<file path="config.mk">
export PLATFORM = sky130hd
export DESIGN_NAME = cjc_core
export DESIGN_NICKNAME = d
export VERILOG_FILES = /design/src/logic/cjc_pkg.sv /design/src/logic/cjc_presence.sv /design/src/logic/cjc_core.sv
export VERILOG_INCLUDE_DIRS = /design/src /design/src/logic
export SDC_FILE = /design/constraint.sdc
export NUM_CORES = 1
export LEC_CHECK = 0
export ABC_AREA = 1
export BUFFER_PORTS_ARGS = -buffer_cell sky130_fd_sc_hd__clkbuf_2
export CORE_ASPECT_RATIO = 1.5
export CORE_MARGIN = 1
export CORE_UTILIZATION = 54
export DETAILED_ROUTE_END_ITERATION = 8
export PLACE_DENSITY = 0.9
export SYNTH_ARGS = -nofsm -noshare
export SYNTH_HDL_FRONTEND = slang
export SYNTH_HIERARCHICAL = 1
export SYNTH_SLANG_ARGS = --single-unit
</file>
<file path="constraint.sdc">
create_clock -name clock -period 2.55 [get_ports clock]
set_clock_uncertainty 0.1 [all_clocks]
set_input_delay 0 -clock clock [delete_from_list [all_inputs] [get_ports clock]]
set_output_delay 0 -clock clock [all_outputs]
set_load 0.03 [all_outputs]
</file>
<file path="src/logic/cjc_defines.svh">
/*
 * Constants of the joystick identifier and port configuration block.
 * Assumes inclusion by bare name from the package and the design files.
 */
`ifndef CJC_DEFINES_SVH
`define CJC_DEFINES_SVH

// identifier layout
`define CJC_ID_W 11
`define CJC_PRIO_W 3
`define CJC_SA_W 8
`define CJC_PRIO_LOW 3'h2
`define CJC_PRIO_HIGH 3'h3
`define CJC_PRIO_DEF 3'h2
`define CJC_SA_RIGHT 8'hFE
`define CJC_SA_LEFT 8'hFF

// parameter group numbers
`define CJC_PGN_W 16
`define CJC_BASIC_T1 16'hFDD6
`define CJC_BASIC_T2 16'hFDD8
`define CJC_BASIC_T3 16'hFDDA
`define CJC_EXT_T1 16'hFDD7
`define CJC_EXT_T2 16'hFDD9
`define CJC_EXT_T3 16'hFDDB

// watchdog timeout
`define CJC_TMO_W 6
`define CJC_TMO_MAX_S 6'h3C
`define CJC_TMO_DEF_S 6'h3C
`define CJC_CLK_HZ 100000000

// port counts
`define CJC_NUM_DIO 2
`define CJC_NUM_IN 7

`endif

</file>
<file path="src/logic/cjc_pkg.sv">
/*
 * Types shared by the joystick configuration block.
 * Assumes cjc_defines.svh is on the include path.
 */
`include "cjc_defines.svh"

package cjc_pkg;

   // function of a configurable port
   typedef enum logic [3:0] {
      no_function,
      presence_input,
      axis1_plus_output,
      axis1_minus_output,
      axis1_off_centre_output,
      axis2_plus_output,
      axis2_minus_output,
      axis2_off_centre_output,
      indicator_output
   } cjc_func_t;

   // standard group type selection
   typedef enum logic [1:0] {
      group_type_1,
      group_type_2,
      group_type_3,
      group_custom
   } cjc_gtype_t;

   typedef enum logic {
      fault_lamp_mode,
      healthy_lamp_mode
   } cjc_lamp_t;

   typedef enum logic {
      presence_permanent_mode,
      presence_toggle_mode
   } cjc_pmode_t;

endpackage

</file>
<file path="src/logic/cjc_presence.sv">
/*
 * Dead-man presence watch: permanent level or toggle watchdog.
 * Assumes the input is already synchronised to clock; active high.
 */
`timescale 1ns/1ps
`default_nettype none
`include "cjc_defines.svh"

module cjc_presence #(
   parameter int unsigned CLK_HZ = `CJC_CLK_HZ // cycles per second
) (
   input wire logic clock, // system clock
   input wire logic rst_n, // async reset, active low
   input wire logic clk_en, // freezes state while low
   input wire logic pres_in, // synced presence level, 1 = grounded
   input wire cjc_pkg::cjc_pmode_t mode, // permanent or toggle
   input wire logic [`CJC_TMO_W-1:0] tmo_s, // toggle timeout, seconds
   output logic present // outputs may be enabled
);
   import cjc_pkg::*;

   // elaboration refuses a clock too slow for the seconds divider
   if (CLK_HZ < 2) begin : g_bad_clk
      $error("cjc_presence: CLK_HZ too small");
   end

   typedef struct packed {
      logic prev;
      logic [31:0] sub;
      logic [`CJC_TMO_W-1:0] secs;
      logic ok;
   } cjc_pres_st_t;

   cjc_pres_st_t st_r, st_nxt;

   assign present = st_r.ok;

   // count whole seconds since the last edge; any edge restarts
   always_comb begin
      st_nxt = st_r;
      st_nxt.prev = pres_in;
      if (mode == presence_permanent_mode) begin
         st_nxt.ok = pres_in;
         st_nxt.sub = 32'h0;
         st_nxt.secs = '0;
      end else if (pres_in != st_r.prev) begin
         st_nxt.sub = 32'h0;
         st_nxt.secs = '0;
         st_nxt.ok = (tmo_s != '0); // zero timeout never enables
      end else begin
         if (st_r.sub == CLK_HZ - 1) begin
            st_nxt.sub = 32'h0;
            if (st_r.secs != '1)
               st_nxt.secs = st_r.secs + 1'b1;
         end else begin
            st_nxt.sub = st_r.sub + 32'h1;
         end
         // no edge for longer than the timeout counts as released
         if (st_r.secs >= tmo_s)
            st_nxt.ok = 1'b0;
      end
   end

   always_ff @(posedge clock or negedge rst_n) begin
      if (!rst_n) begin
         st_r <= '0;
      end else if (clk_en) begin
         st_r <= st_nxt;
      end
   end

endmodule

`default_nettype wire

</file>
<file path="src/logic/cjc_core.sv">
/*
 * Joystick node configuration: identifier, group numbers, port
 * functions, status lamp and dead-man gating of axis signals.
 * Assumes configuration ports are static or same-clock logic; port
 * pins and the presence input arrive asynchronously.
 */
`timescale 1ns/1ps
`default_nettype none
`include "cjc_defines.svh"

module cjc_core #(
   parameter int unsigned CLK_HZ = `CJC_CLK_HZ, // clock rate
   parameter int unsigned AXIS_W = 8, // signed axis position width
   parameter bit LEFT_UNIT = 1'b0 // picks the default source address
) (
   input wire logic clock, // 100 MHz system clock
   input wire logic rst_n, // async reset, active low
   input wire logic clk_en, // freezes all state while low
   input wire logic [`CJC_PRIO_W-1:0] id_priority_field, // priority
   input wire logic [`CJC_SA_W-1:0] source_address, // address byte
   input wire logic use_default_address, // 1 = side default address
   input wire cjc_pkg::cjc_gtype_t standard_group_type_select, // type
   input wire logic [`CJC_PGN_W-1:0] custom_basic_group_number, // basic
   input wire logic [`CJC_PGN_W-1:0] custom_extended_group_number, // ext
   input wire cjc_pkg::cjc_func_t port1_function_select, // port 1 use
   input wire cjc_pkg::cjc_func_t port2_function_select, // port 2 use
   input wire logic [`CJC_NUM_IN-1:0] presence_select, // dead-man input
   input wire logic [`CJC_NUM_IN-1:0] floating_select, // floating input
   input wire cjc_pkg::cjc_lamp_t lamp_mode, // fault or ready lamp
   input wire cjc_pkg::cjc_pmode_t presence_mode, // permanent/toggle
   input wire logic [`CJC_TMO_W-1:0] presence_toggle_timeout, // seconds
   input wire logic [AXIS_W-1:0] axis1_pos, // signed, 0 = centre
   input wire logic [AXIS_W-1:0] axis2_pos, // signed, 0 = centre
   input wire logic [AXIS_W-1:0] axis1_band, // dead band half width
   input wire logic [AXIS_W-1:0] axis2_band, // dead band half width
   input wire logic fault, // fault present
   input wire logic [`CJC_NUM_IN-1:0] port_pin_in, // 1 = grounded
   output logic [`CJC_ID_W-1:0] message_id, // 11-bit identifier
   output logic [`CJC_PGN_W-1:0] basic_group_number, // basic PGN
   output logic [`CJC_PGN_W-1:0] extended_group_number, // extended PGN
   output logic [`CJC_NUM_IN-1:0] port_levels, // reported levels
   output logic [`CJC_NUM_DIO-1:0] port_out, // port drive, 1 = on
   output logic [`CJC_NUM_DIO-1:0] port_oe, // port drive enable
   output logic [AXIS_W-1:0] axis1_out, // gated axis 1
   output logic [AXIS_W-1:0] axis2_out, // gated axis 2
   output logic [3:0] axis_dir, // a1+, a1-, a2+, a2-
   output logic outputs_enabled, // dead-man presence
   output logic config_error // bad priority or dup input
);
   import cjc_pkg::*;

   // elaboration refuses widths the sign logic and ports cannot serve
   if (AXIS_W < 2 || AXIS_W > 16) begin : g_bad_axis
      $error("cjc_core: bad AXIS_W");
   end
   // below two cycles per second the seconds divider cannot count
   if (CLK_HZ < 2) begin : g_bad_clk
      $error("cjc_core: bad CLK_HZ");
   end

   ////////////////////////////////////////////////////////////////////
   // helpers

   // true when more than one bit is set; more than one is an illegal assignment
   // v & (v - 1) clears the lowest set bit; anything left means at least two
   function automatic logic many_set(input logic [`CJC_NUM_IN-1:0] v);
      return (v & (v - 1'b1)) != '0;
   endfunction

   // standard group number table
   // an unused code falls back to type 1, the power-up selection
   function automatic logic [`CJC_PGN_W-1:0] std_pgn(
      input cjc_gtype_t t, input logic ext);
      logic [`CJC_PGN_W-1:0] p;
      p = ext ? `CJC_EXT_T1 : `CJC_BASIC_T1;
      case (t)
         group_type_2: p = ext ? `CJC_EXT_T2 : `CJC_BASIC_T2;
         group_type_3: p = ext ? `CJC_EXT_T3 : `CJC_BASIC_T3;
         default: p = ext ? `CJC_EXT_T1 : `CJC_BASIC_T1;
      endcase
      return p;
   endfunction

   // signed position outside the band, plus (dir=1) or minus side
   // the band edge itself stays neutral; one bit of headroom keeps
   // the negated band from wrapping
   function automatic logic beyond(input logic [AXIS_W-1:0] pos,
      input logic [AXIS_W-1:0] band, input logic dir);
      logic signed [AXIS_W:0] sp;
      logic signed [AXIS_W:0] sb;
      sp = {pos[AXIS_W-1], pos};
      sb = {1'b0, band};
      return dir ? (sp > sb) : (sp < -sb);
   endfunction

   // drive of one configurable port for its function
   // an input function leaves the pin to its pull-up
   function automatic logic port_drive(input cjc_func_t f,
      input logic [3:0] d, input logic lamp);
      logic o;
      o = 1'b0;
      case (f)
         axis1_plus_output: o = d[3];
         axis1_minus_output: o = d[2];
         axis1_off_centre_output: o = d[3] | d[2];
         axis2_plus_output: o = d[1];
         axis2_minus_output: o = d[0];
         axis2_off_centre_output: o = d[1] | d[0];
         indicator_output: o = lamp;
         default: o = 1'b0;
      endcase
      return o;
   endfunction

   // only output functions turn the driver on
   function automatic logic is_output(input cjc_func_t f);
      return !(f == no_function || f == presence_input);
   endfunction

   ////////////////////////////////////////////////////////////////////
   // state

   // all state but the presence watch in one struct so reset and clock enable cover it whole
   typedef struct packed {
      logic [`CJC_NUM_IN-1:0] sync1;
      logic [`CJC_NUM_IN-1:0] sync2;
      logic [`CJC_ID_W-1:0] id;
      logic [`CJC_PGN_W-1:0] bpgn;
      logic [`CJC_PGN_W-1:0] epgn;
      logic [`CJC_NUM_IN-1:0] levels;
      logic [`CJC_NUM_DIO-1:0] pout;
      logic [`CJC_NUM_DIO-1:0] poe;
      logic [AXIS_W-1:0] a1;
      logic [AXIS_W-1:0] a2;
      logic [3:0] dir;
      logic cfg_err;
   } cjc_core_st_t;

   cjc_core_st_t st_r, st_nxt;
   logic pres_level;
   logic present;
   logic [3:0] dir_raw;
   logic lamp;
   logic bad_prio;
   logic [`CJC_SA_W-1:0] sa;
   logic [`CJC_TMO_W-1:0] tmo_eff;
   cjc_pmode_t pres_mode;

   ////////////////////////////////////////////////////////////////////
   // dead-man presence

   // one selected input feeds the watch; none selected means enabled
   // only the second synchroniser stage is read here
   always_comb begin
      if (presence_select == '0)
         pres_level = 1'b1;
      else
         pres_level = |(presence_select & st_r.sync2);
   end

   // a timeout past the top of the range clamps to it, so a stray
   // setting cannot stretch the watchdog beyond the promised limit
   // with no dead-man input chosen the watch runs permanent on a
   // constant level; a toggle watch would time out and freeze the axes
   always_comb begin
      if (presence_toggle_timeout > `CJC_TMO_MAX_S)
         tmo_eff = `CJC_TMO_MAX_S;
      else
         tmo_eff = presence_toggle_timeout;
      if (presence_select == '0)
         pres_mode = presence_permanent_mode;
      else
         pres_mode = presence_mode;
   end

   cjc_presence #(
      .CLK_HZ(CLK_HZ)
   ) u_presence (
      .clock(clock),
      .rst_n(rst_n),
      .clk_en(clk_en),
      .pres_in(pres_level),
      .mode(pres_mode),
      .tmo_s(tmo_eff),
      .present(present)
   );

   ////////////////////////////////////////////////////////////////////
   // next state

   always_comb begin
      st_nxt = st_r;
      // pins pass two flops before any use
      // a level is reported three cycles after the pin moves
      st_nxt.sync1 = port_pin_in;
      st_nxt.sync2 = st_r.sync1;
      st_nxt.levels = st_r.sync2;

      // illegal priority falls back to the default
      // and is flagged in config_error as well
      bad_prio = !(id_priority_field == `CJC_PRIO_LOW ||
         id_priority_field == `CJC_PRIO_HIGH);
      sa = use_default_address ?
         (LEFT_UNIT ? `CJC_SA_LEFT : `CJC_SA_RIGHT) : source_address;
      // one identifier for both protocols
      st_nxt.id = {bad_prio ? `CJC_PRIO_DEF : id_priority_field,
         sa};

      // custom numbers replace the table only when selected
      // custom numbers pass unchecked; their meaning is the machine's
      if (standard_group_type_select == group_custom) begin
         st_nxt.bpgn = custom_basic_group_number;
         st_nxt.epgn = custom_extended_group_number;
      end else begin
         st_nxt.bpgn = std_pgn(standard_group_type_select,
            1'b0);
         st_nxt.epgn = std_pgn(standard_group_type_select,
            1'b1);
      end

      // duplicated input functions are flagged and not served
      // flagged rather than resolved: picking one input silently
      // would hide a wiring fault from the machine side
      st_nxt.cfg_err = bad_prio || many_set(presence_select) ||
         many_set(floating_select);

      // direction flags before gating
      dir_raw[3] = beyond(axis1_pos, axis1_band, 1'b1);
      dir_raw[2] = beyond(axis1_pos, axis1_band, 1'b0);
      dir_raw[1] = beyond(axis2_pos, axis2_band, 1'b1);
      dir_raw[0] = beyond(axis2_pos, axis2_band, 1'b0);

      // no presence: everything to neutral in one step, no ramp
      // a duplicated dead-man selection is refused the same way
      if (present && !many_set(presence_select)) begin
         st_nxt.a1 = axis1_pos;
         st_nxt.a2 = axis2_pos;
         st_nxt.dir = dir_raw;
      end else begin
         st_nxt.a1 = '0;
         st_nxt.a2 = '0;
         st_nxt.dir = '0;
      end

      // lamp sense follows the mode
      lamp = (lamp_mode == fault_lamp_mode) ? fault :
         !fault;

      // configurable port drive, from the gated directions
      // so a released dead-man input drops direction outputs too
      st_nxt.pout[0] = port_drive(port1_function_select, st_nxt.dir,
         lamp);
      st_nxt.pout[1] = port_drive(port2_function_select, st_nxt.dir,
         lamp);
      st_nxt.poe[0] = is_output(port1_function_select);
      st_nxt.poe[1] = is_output(port2_function_select);
   end

   ////////////////////////////////////////////////////////////////////
   // registers

   // clock enable low holds every field, synchronisers included
   always_ff @(posedge clock or negedge rst_n) begin
      if (!rst_n) begin
         st_r <= '0;
      end else if (clk_en) begin
         st_r <= st_nxt;
      end
   end

   ////////////////////////////////////////////////////////////////////
   // outputs

   // plain register fields, no logic after the flops
   assign message_id = st_r.id;
   assign basic_group_number = st_r.bpgn;
   assign extended_group_number = st_r.epgn;
   assign port_levels = st_r.levels;
   assign port_out = st_r.pout;
   assign port_oe = st_r.poe;
   assign axis1_out = st_r.a1;
   assign axis2_out = st_r.a2;
   assign axis_dir = st_r.dir;
   assign outputs_enabled = present;
   assign config_error = st_r.cfg_err;

endmodule

`default_nettype wire

</file>
* Word level (Yosys, flattened, before mapping) *
Index checks and enable logic that the tools add are counted.

cells by class
  bitwise gates (word level) = 5
  add/subtract/negate cells = 6
  magnitude comparators = 6
  reduce and logical (&&, ||, !) cells = 20
  equality and inequality tests = 27
  mux-type cells = 18

operators by type and width
  cell                                               number
  two-way mux 39 bit                                 2
  two-way mux 32 bit                                 2
  adder 32 x 1 -> 32 bit (second input constant)     1
  == test 32 x 27 -> 1 bit (second input constant)   1
  == test 4 x 3 -> 1 bit (second input constant)     8
  AND 7 bit                                          3
  two-way mux 20 bit                                 1
  greater-than comparator 8 x 9 -> 1 bit             2
  < comparator 8 x 9 -> 1 bit                        2
  two-way mux 6 bit                                  3
  negation 8 -> 9 bit                                2
  == test 4 x 2 -> 1 bit (second input constant)     4
  case mux 4 bit (2 select lines)                    2
  case mux 1 bit (7 select lines)                    2
  nonzero test 7 bit                                 2
  subtractor 7 x 1 -> 7 bit (second input constant)  2
  inequality test 3 bit (second input constant)      3
  == test 4 x 1 -> 1 bit (second input constant)     2
  == test 4 bit (second input constant)              2
  zero test 4 bit                                    2
  two-way mux 8 bit                                  1
  zero test 7 bit                                    1
  OR reduction 7 bit                                 1
  adder 6 x 1 -> 6 bit (second input constant)       1
  other kinds (16)                                   30

word-level totals
  word-level logic and storage cells = 98
  bits of input ports = 119
  register bits after elaboration = 129

* Longest topological paths before layout *
  word-level depth = 8
  mapped depth = 20
  gate-level depth less buffers = 20

* Modules after synthesis *
The synthesis kept the hierarchy.

modules (own cells, without submodules)
  module        seq. area each (sq um)  area an instance (sq um)  times used  cells each
  cjc_core      2227.1                  5173.7                    1           676
  cjc_presence  1001.0                  2680.1                    1           389

* Worst setup path before layout *
OpenSTA, ideal clock, no wires.

  path type = input to register
  start = input axis1_band[1]
  end = register st_r, in the netlist port_out[1]
  buffers on the path = 0
  slack = 484 ps
  data arrival time = 1849 ps
  stages on the path = 18
  library setup time = 117 ps
  cells stage by stage = inv_1 ha_1 nand3_1 nor3_1 nand2_1 nor2_1 ha_1 a21o_1 nor2_1 nand4_1 nand3_2 nand2_1 nand2_1 nand2_1 nor2_1 nand2_1 nand2_1 nand2_1

between the ends
  word-level cells in the longest chain between the ends = 5
  elaborated cells between the ends (all ways) = 6

ends and longest elaborated chain
  element                              RTL line         source
  start, declared                      cjc_core.sv:34   input wire logic [AXIS_W-1:0] axis1_band,
  negation 8 -> 9 bit                  cjc_core.sv:93   return dir ? (sp > sb) : (sp < -sb);
  < comparator 8 x 9 -> 1 bit          cjc_core.sv:93
  two-way mux 20 bit (*)               cjc_core.sv:235  if (present && !many_set(presence_select)) begin
  OR 1 bit                             cjc_core.sv:105  axis1_off_centre_output: o = d[3] | d[2];
  case mux 1 bit (7 select lines) (*)  cjc_core.sv:102  case (f)
  end signal, assigned                 cjc_core.sv:267  st_r <= st_nxt;
  end, declared                        cjc_core.sv:139  cjc_core_st_t st_r, st_nxt;

Mark *: on every way between the ends. The rest lies on a longest branch, timed or not.
A chain may end at the register's enable or synchronous reset.

* Final worst setup path *
  start = register st_r, in the netlist st_nxt[25]
  end = register u_presence/st_r[3] (netlist name)

between the ends
  word-level cells in the longest chain between the ends = 6
  elaborated cells between the ends (all ways) = 9

ends and longest elaborated chain
  element                                                                       RTL line            source
  AND 7 bit (*)                                                                 cjc_core.sv:158     pres_level = |(presence_select & st_r.sync2);
  OR reduction 7 bit (*)                                                        cjc_core.sv:158
  two-way mux 1 bit (*)                                                         cjc_core.sv:155     if (presence_select == '0)
  via pres_level                                                                cjc_core.sv:140     logic pres_level;
  inequality test 1 bit (*)                                                     cjc_presence.sv:46  end else if (pres_in != st_r.prev) begin
  inequality test 3 bit (no line) / two-way mux 39 bit (equally long branches)  --
  AND reduction 3 bit (no line) / two-way mux 39 bit (equally long branches)    --
  end signal, assigned                                                          cjc_presence.sv:68  st_r <= st_nxt;
  end, declared                                                                 cjc_presence.sv:34  cjc_pres_st_t st_r, st_nxt;

Mark *: on every way through the listed nets, which the timed path passes. The rest lies on a longest branch.

==> impl_metrics.tcl <==
set metrics [dict create \
    outcome "finished, final reports clean" \
    ctsResizeCount 0 \
    cts_max_path_buffers 2 \
    vdd_drop_max_mv 0.5099 \
    antenna_found_initial 0 \
    netlist_instances 1065 \
    grt_pass1_wl_microns 39090 \
    final_util_pct 74.15 \
    crit_top_cell "nand2_1" \
    ys_seq_area_share_pct 41.10 \
    switchingPower_w 0.001818 \
    synth_area_per_cell_sq_um 7.374 \
    die_area_sq_um 15040 \
    syn2layout_area_growth_pct 33.36 \
    drt-wirelength-per-cell_microns 15.63 \
    critPathMaxFanout 7 \
    finalNonFillerCells 1550 \
    grt_max_degree 64 \
    h-tree-depth 4 \
    post_cts_buffers 0 \
    fin_nets 1510 \
    drt_iter0_markers 480 \
    fillers 953 \
    path_cells "nand2_1 -> nand2_1 -> a221oi_1 -> nand3b_1 -> inv_1 -> nand2_1 -> nand2_2 -> nor2_4 -> inv_1 -> nor2_1 -> nand2_1 -> nand3_2 -> nand2_1 -> nand2_1" \
    drc 0 \
    min_path_type "input port to register" \
    finalHoldViolations 0 \
    avgViaCountPerCell 5.423 \
    syn_nets 1230 \
    ios 195 \
    cts_sinks 129 \
    dr.pass1.iters 5 \
    p_clk_share_pct 41.5 \
    drv_cap 0 \
    slew_headroom_pct 57.79 \
    internal-power_w 0.003977 \
    antenna_cells 0 \
    critPathRequiredTime_ns 2.75 \
    p_per_area_nw_per_um2 553.3 \
    drt_wl_total_microns 24220 \
    cp_slowest_stage_delay_ns 0.40 \
    combPwrFrac_pct 19.5 \
    clock_latency_ns 0.41 \
    die_height_microns 149.7 \
    cts_tree "built" \
    switching_share_pct 31.38 \
    critPathCaptureType "register" \
    clk_root_buffer_cell "clkbuf_16" \
    mostFrequentLayoutCells "358 x nand2_1, 192 x clkbuf_2, 129 x dfrtp_1, 125 x nor2_1, 112 x inv_1" \
    setup_viol 0 \
    portBuffers 194 \
    worstSetupPathType "register to register" \
    drive_gt1_share_pct 20.18 \
    core_sq_um 14120 \
    drv_slew 0 \
    hpwl_microns 15590 \
    fin_tns_setup_ns 0 \
    die_w_microns 100.5 \
    final_common_cell "nand2_1" \
    drtAntennaViolNets 0 \
    rows 53 \
    max_freq_mhz 440.1 \
    seqPwrFrac_pct 39.0 \
    grt-ovfl-total 0 \
    slowest_stage "dfrtp_1" \
    grt_usage_pct 33.44 \
    path_delay_family "simple AND/OR/NAND/NOR gates" \
    dp_cells 1427 \
    grt_pass1_vias 8612 \
    leakagePower_nw 5.428 \
    min_period_ns 2.272 \
    netlist_area_sq_um 7854 \
    grt_setup_unrepaired "false" \
    worst_slew_pin_slew_ns 0.6325 \
    num_vias 8406 \
    cp.buffers_inverters 2 \
    yosysUniqueCellTypes 42 \
    arrival_ns 2.47 \
    cts_buffers 17 \
    synth_seq_cells 129 \
    cp-start-kind "register" \
    path_clk_slew_ns 0.07 \
    initial_core_util_pct 55.60 \
    synth.yosys.warnings 6 \
    gp_congestion 0.9447 \
    period_share_pct 89.11 \
]
## worst reg2reg max path: stages (launching register included)
cell,delay [ns]
dfrtp_1,0.40
nand2_1,0.09
nand2_1,0.05
a221oi_1,0.25
nand3b_1,0.24
inv_1,0.10
nand2_1,0.07
nand2_2,0.13
nor2_4,0.07
inv_1,0.08
nor2_1,0.04
nand2_1,0.19
nand3_2,0.18
nand2_1,0.11
nand2_1,0.05
## metal layers
| metal | up-vias | track usage, % | wire length [microns] |
|---|---|---|---|
| met5 | - | 0 | 0 |
| met3 | 127 | 7.520 | 1443 |
| met4 | 0 | 21.23 | 1444 |
| met2 | 388 | 60.00 | 12600 |
| li1 | 3955 | - | - |
| met1 | 3936 | 34.77 | 8740 |
## stage by stage
stage	setup WS [ns]	instance area, sq um	hold slack, ns	total power [W]
after CTS	0.2896	10470	0.008034	0.005742
final	0.2778	10470	0.01723	0.005795
after global placement	0.1581	8975	-0.1692	0.003217
after detailed placement	0.09576	8975	-0.1661	0.003250
after global routing	0.003039	10470	0.04833	0.006018
after floorplan	0.4842	7854	-0.3956	0.002876
## sequential cells by signal, summed over array words and instances, names as in the netlist, 2 cells and up
signal / flops
axis1_out: 8
extended_group_number: 16
u_presence/st_r: 39
port_levels: 7
axis2_out: 8
port_oe: 2
basic_group_number: 16
port_out: 2
message_id: 11
axis_dir: 4
st_nxt: 14
## worst paths after layout
check / slack, ns / startpoint / depth (start not counted) / endpoint
max: 0.28 / st_nxt[25] / 14 / u_presence/st_r[3]
min: 0.02 / presence_select[6] / 4 / axis2_out[7]
max reg2reg: 0.28 / st_nxt[25] / 14 / u_presence/st_r[3]
min reg2reg: 0.37 / st_nxt[80] / 2 / st_nxt[80]
max in group asynchronous: 1.95 / rst_n / 3 / extended_group_number[2]
min in group asynchronous: 0.03 / rst_n / 3 / u_presence/st_r[13]
## power groups by stage
stage | clock network (W) | logic [W] | registers (W)
after floorplan | 0 | 0.000446 | 0.00243
after global placement | 0 | 0.000938 | 0.00228
after detailed placement | 0 | 0.000966 | 0.00228
after CTS | 0.00240 | 0.00109 | 0.00225
after global routing | 0.00251 | 0.00124 | 0.00227
final | 0.00240 | 0.00113 | 0.00226
## cells by family (layout without fill, tap and decap cells)
group           Yosys count  after routing  share of synthesized area (%)
mux                       1              1                         0.1275
simple gates            616            616                          33.41
xor+xnor                 26             26                          2.899
buf+inv                 149            442                          7.822
fa+ha+maj                46             46                          7.328
flops                   129            129                          41.10
compound gates           98             98                          7.313
## cell usage after synthesis, drive strengths merged
cell | count | share of area [%]
a211oi | 1 | 0.096
a21o | 1 | 0.096
a21oi | 20 | 1.3
a221oi | 1 | 0.11
a22o | 3 | 0.33
a31oi | 4 | 0.32
a41oi | 1 | 0.11
buf | 8 | 0.96
clkbuf | 25 | 1.3
dfrtp | 129 | 41
ha | 46 | 7.3
inv | 116 | 5.5
mux2i | 1 | 0.13
nand2 | 368 | 18
nand3 | 53 | 3.6
nand3b | 2 | 0.19
nand4 | 25 | 2.1
nor2 | 139 | 7.4
nor2b | 1 | 0.080
nor3 | 18 | 1.2
nor3b | 3 | 0.29
nor4 | 4 | 0.32
o21ai | 49 | 3.1
o21bai | 4 | 0.38
o22a | 7 | 0.78
o22ai | 2 | 0.16
o31ai | 5 | 0.48
or2 | 3 | 0.24
xnor2 | 4 | 0.45
xor2 | 22 | 2.5
## cell type report
type                    count  area [sq um]  area share, %
clock buffers              18         439.2          4.193
flip-flops and latches    129          3228          30.82
inverters                 116         435.4          4.157
repair buffers            294          1981          18.91
well taps                 192         240.2          2.294
multi-input cells         787          4011          38.30
clock inverters            14         138.9          1.326
## repair_timing
| action | in CTS | in global routing |
|---|---|---|
| hold buffers | 91 | 0 |
| endpoints found under the setup margin | 0 | 1 |
| endpoints found under the hold margin | 203 | 0 |
Power figures use the tool's default switching activity.
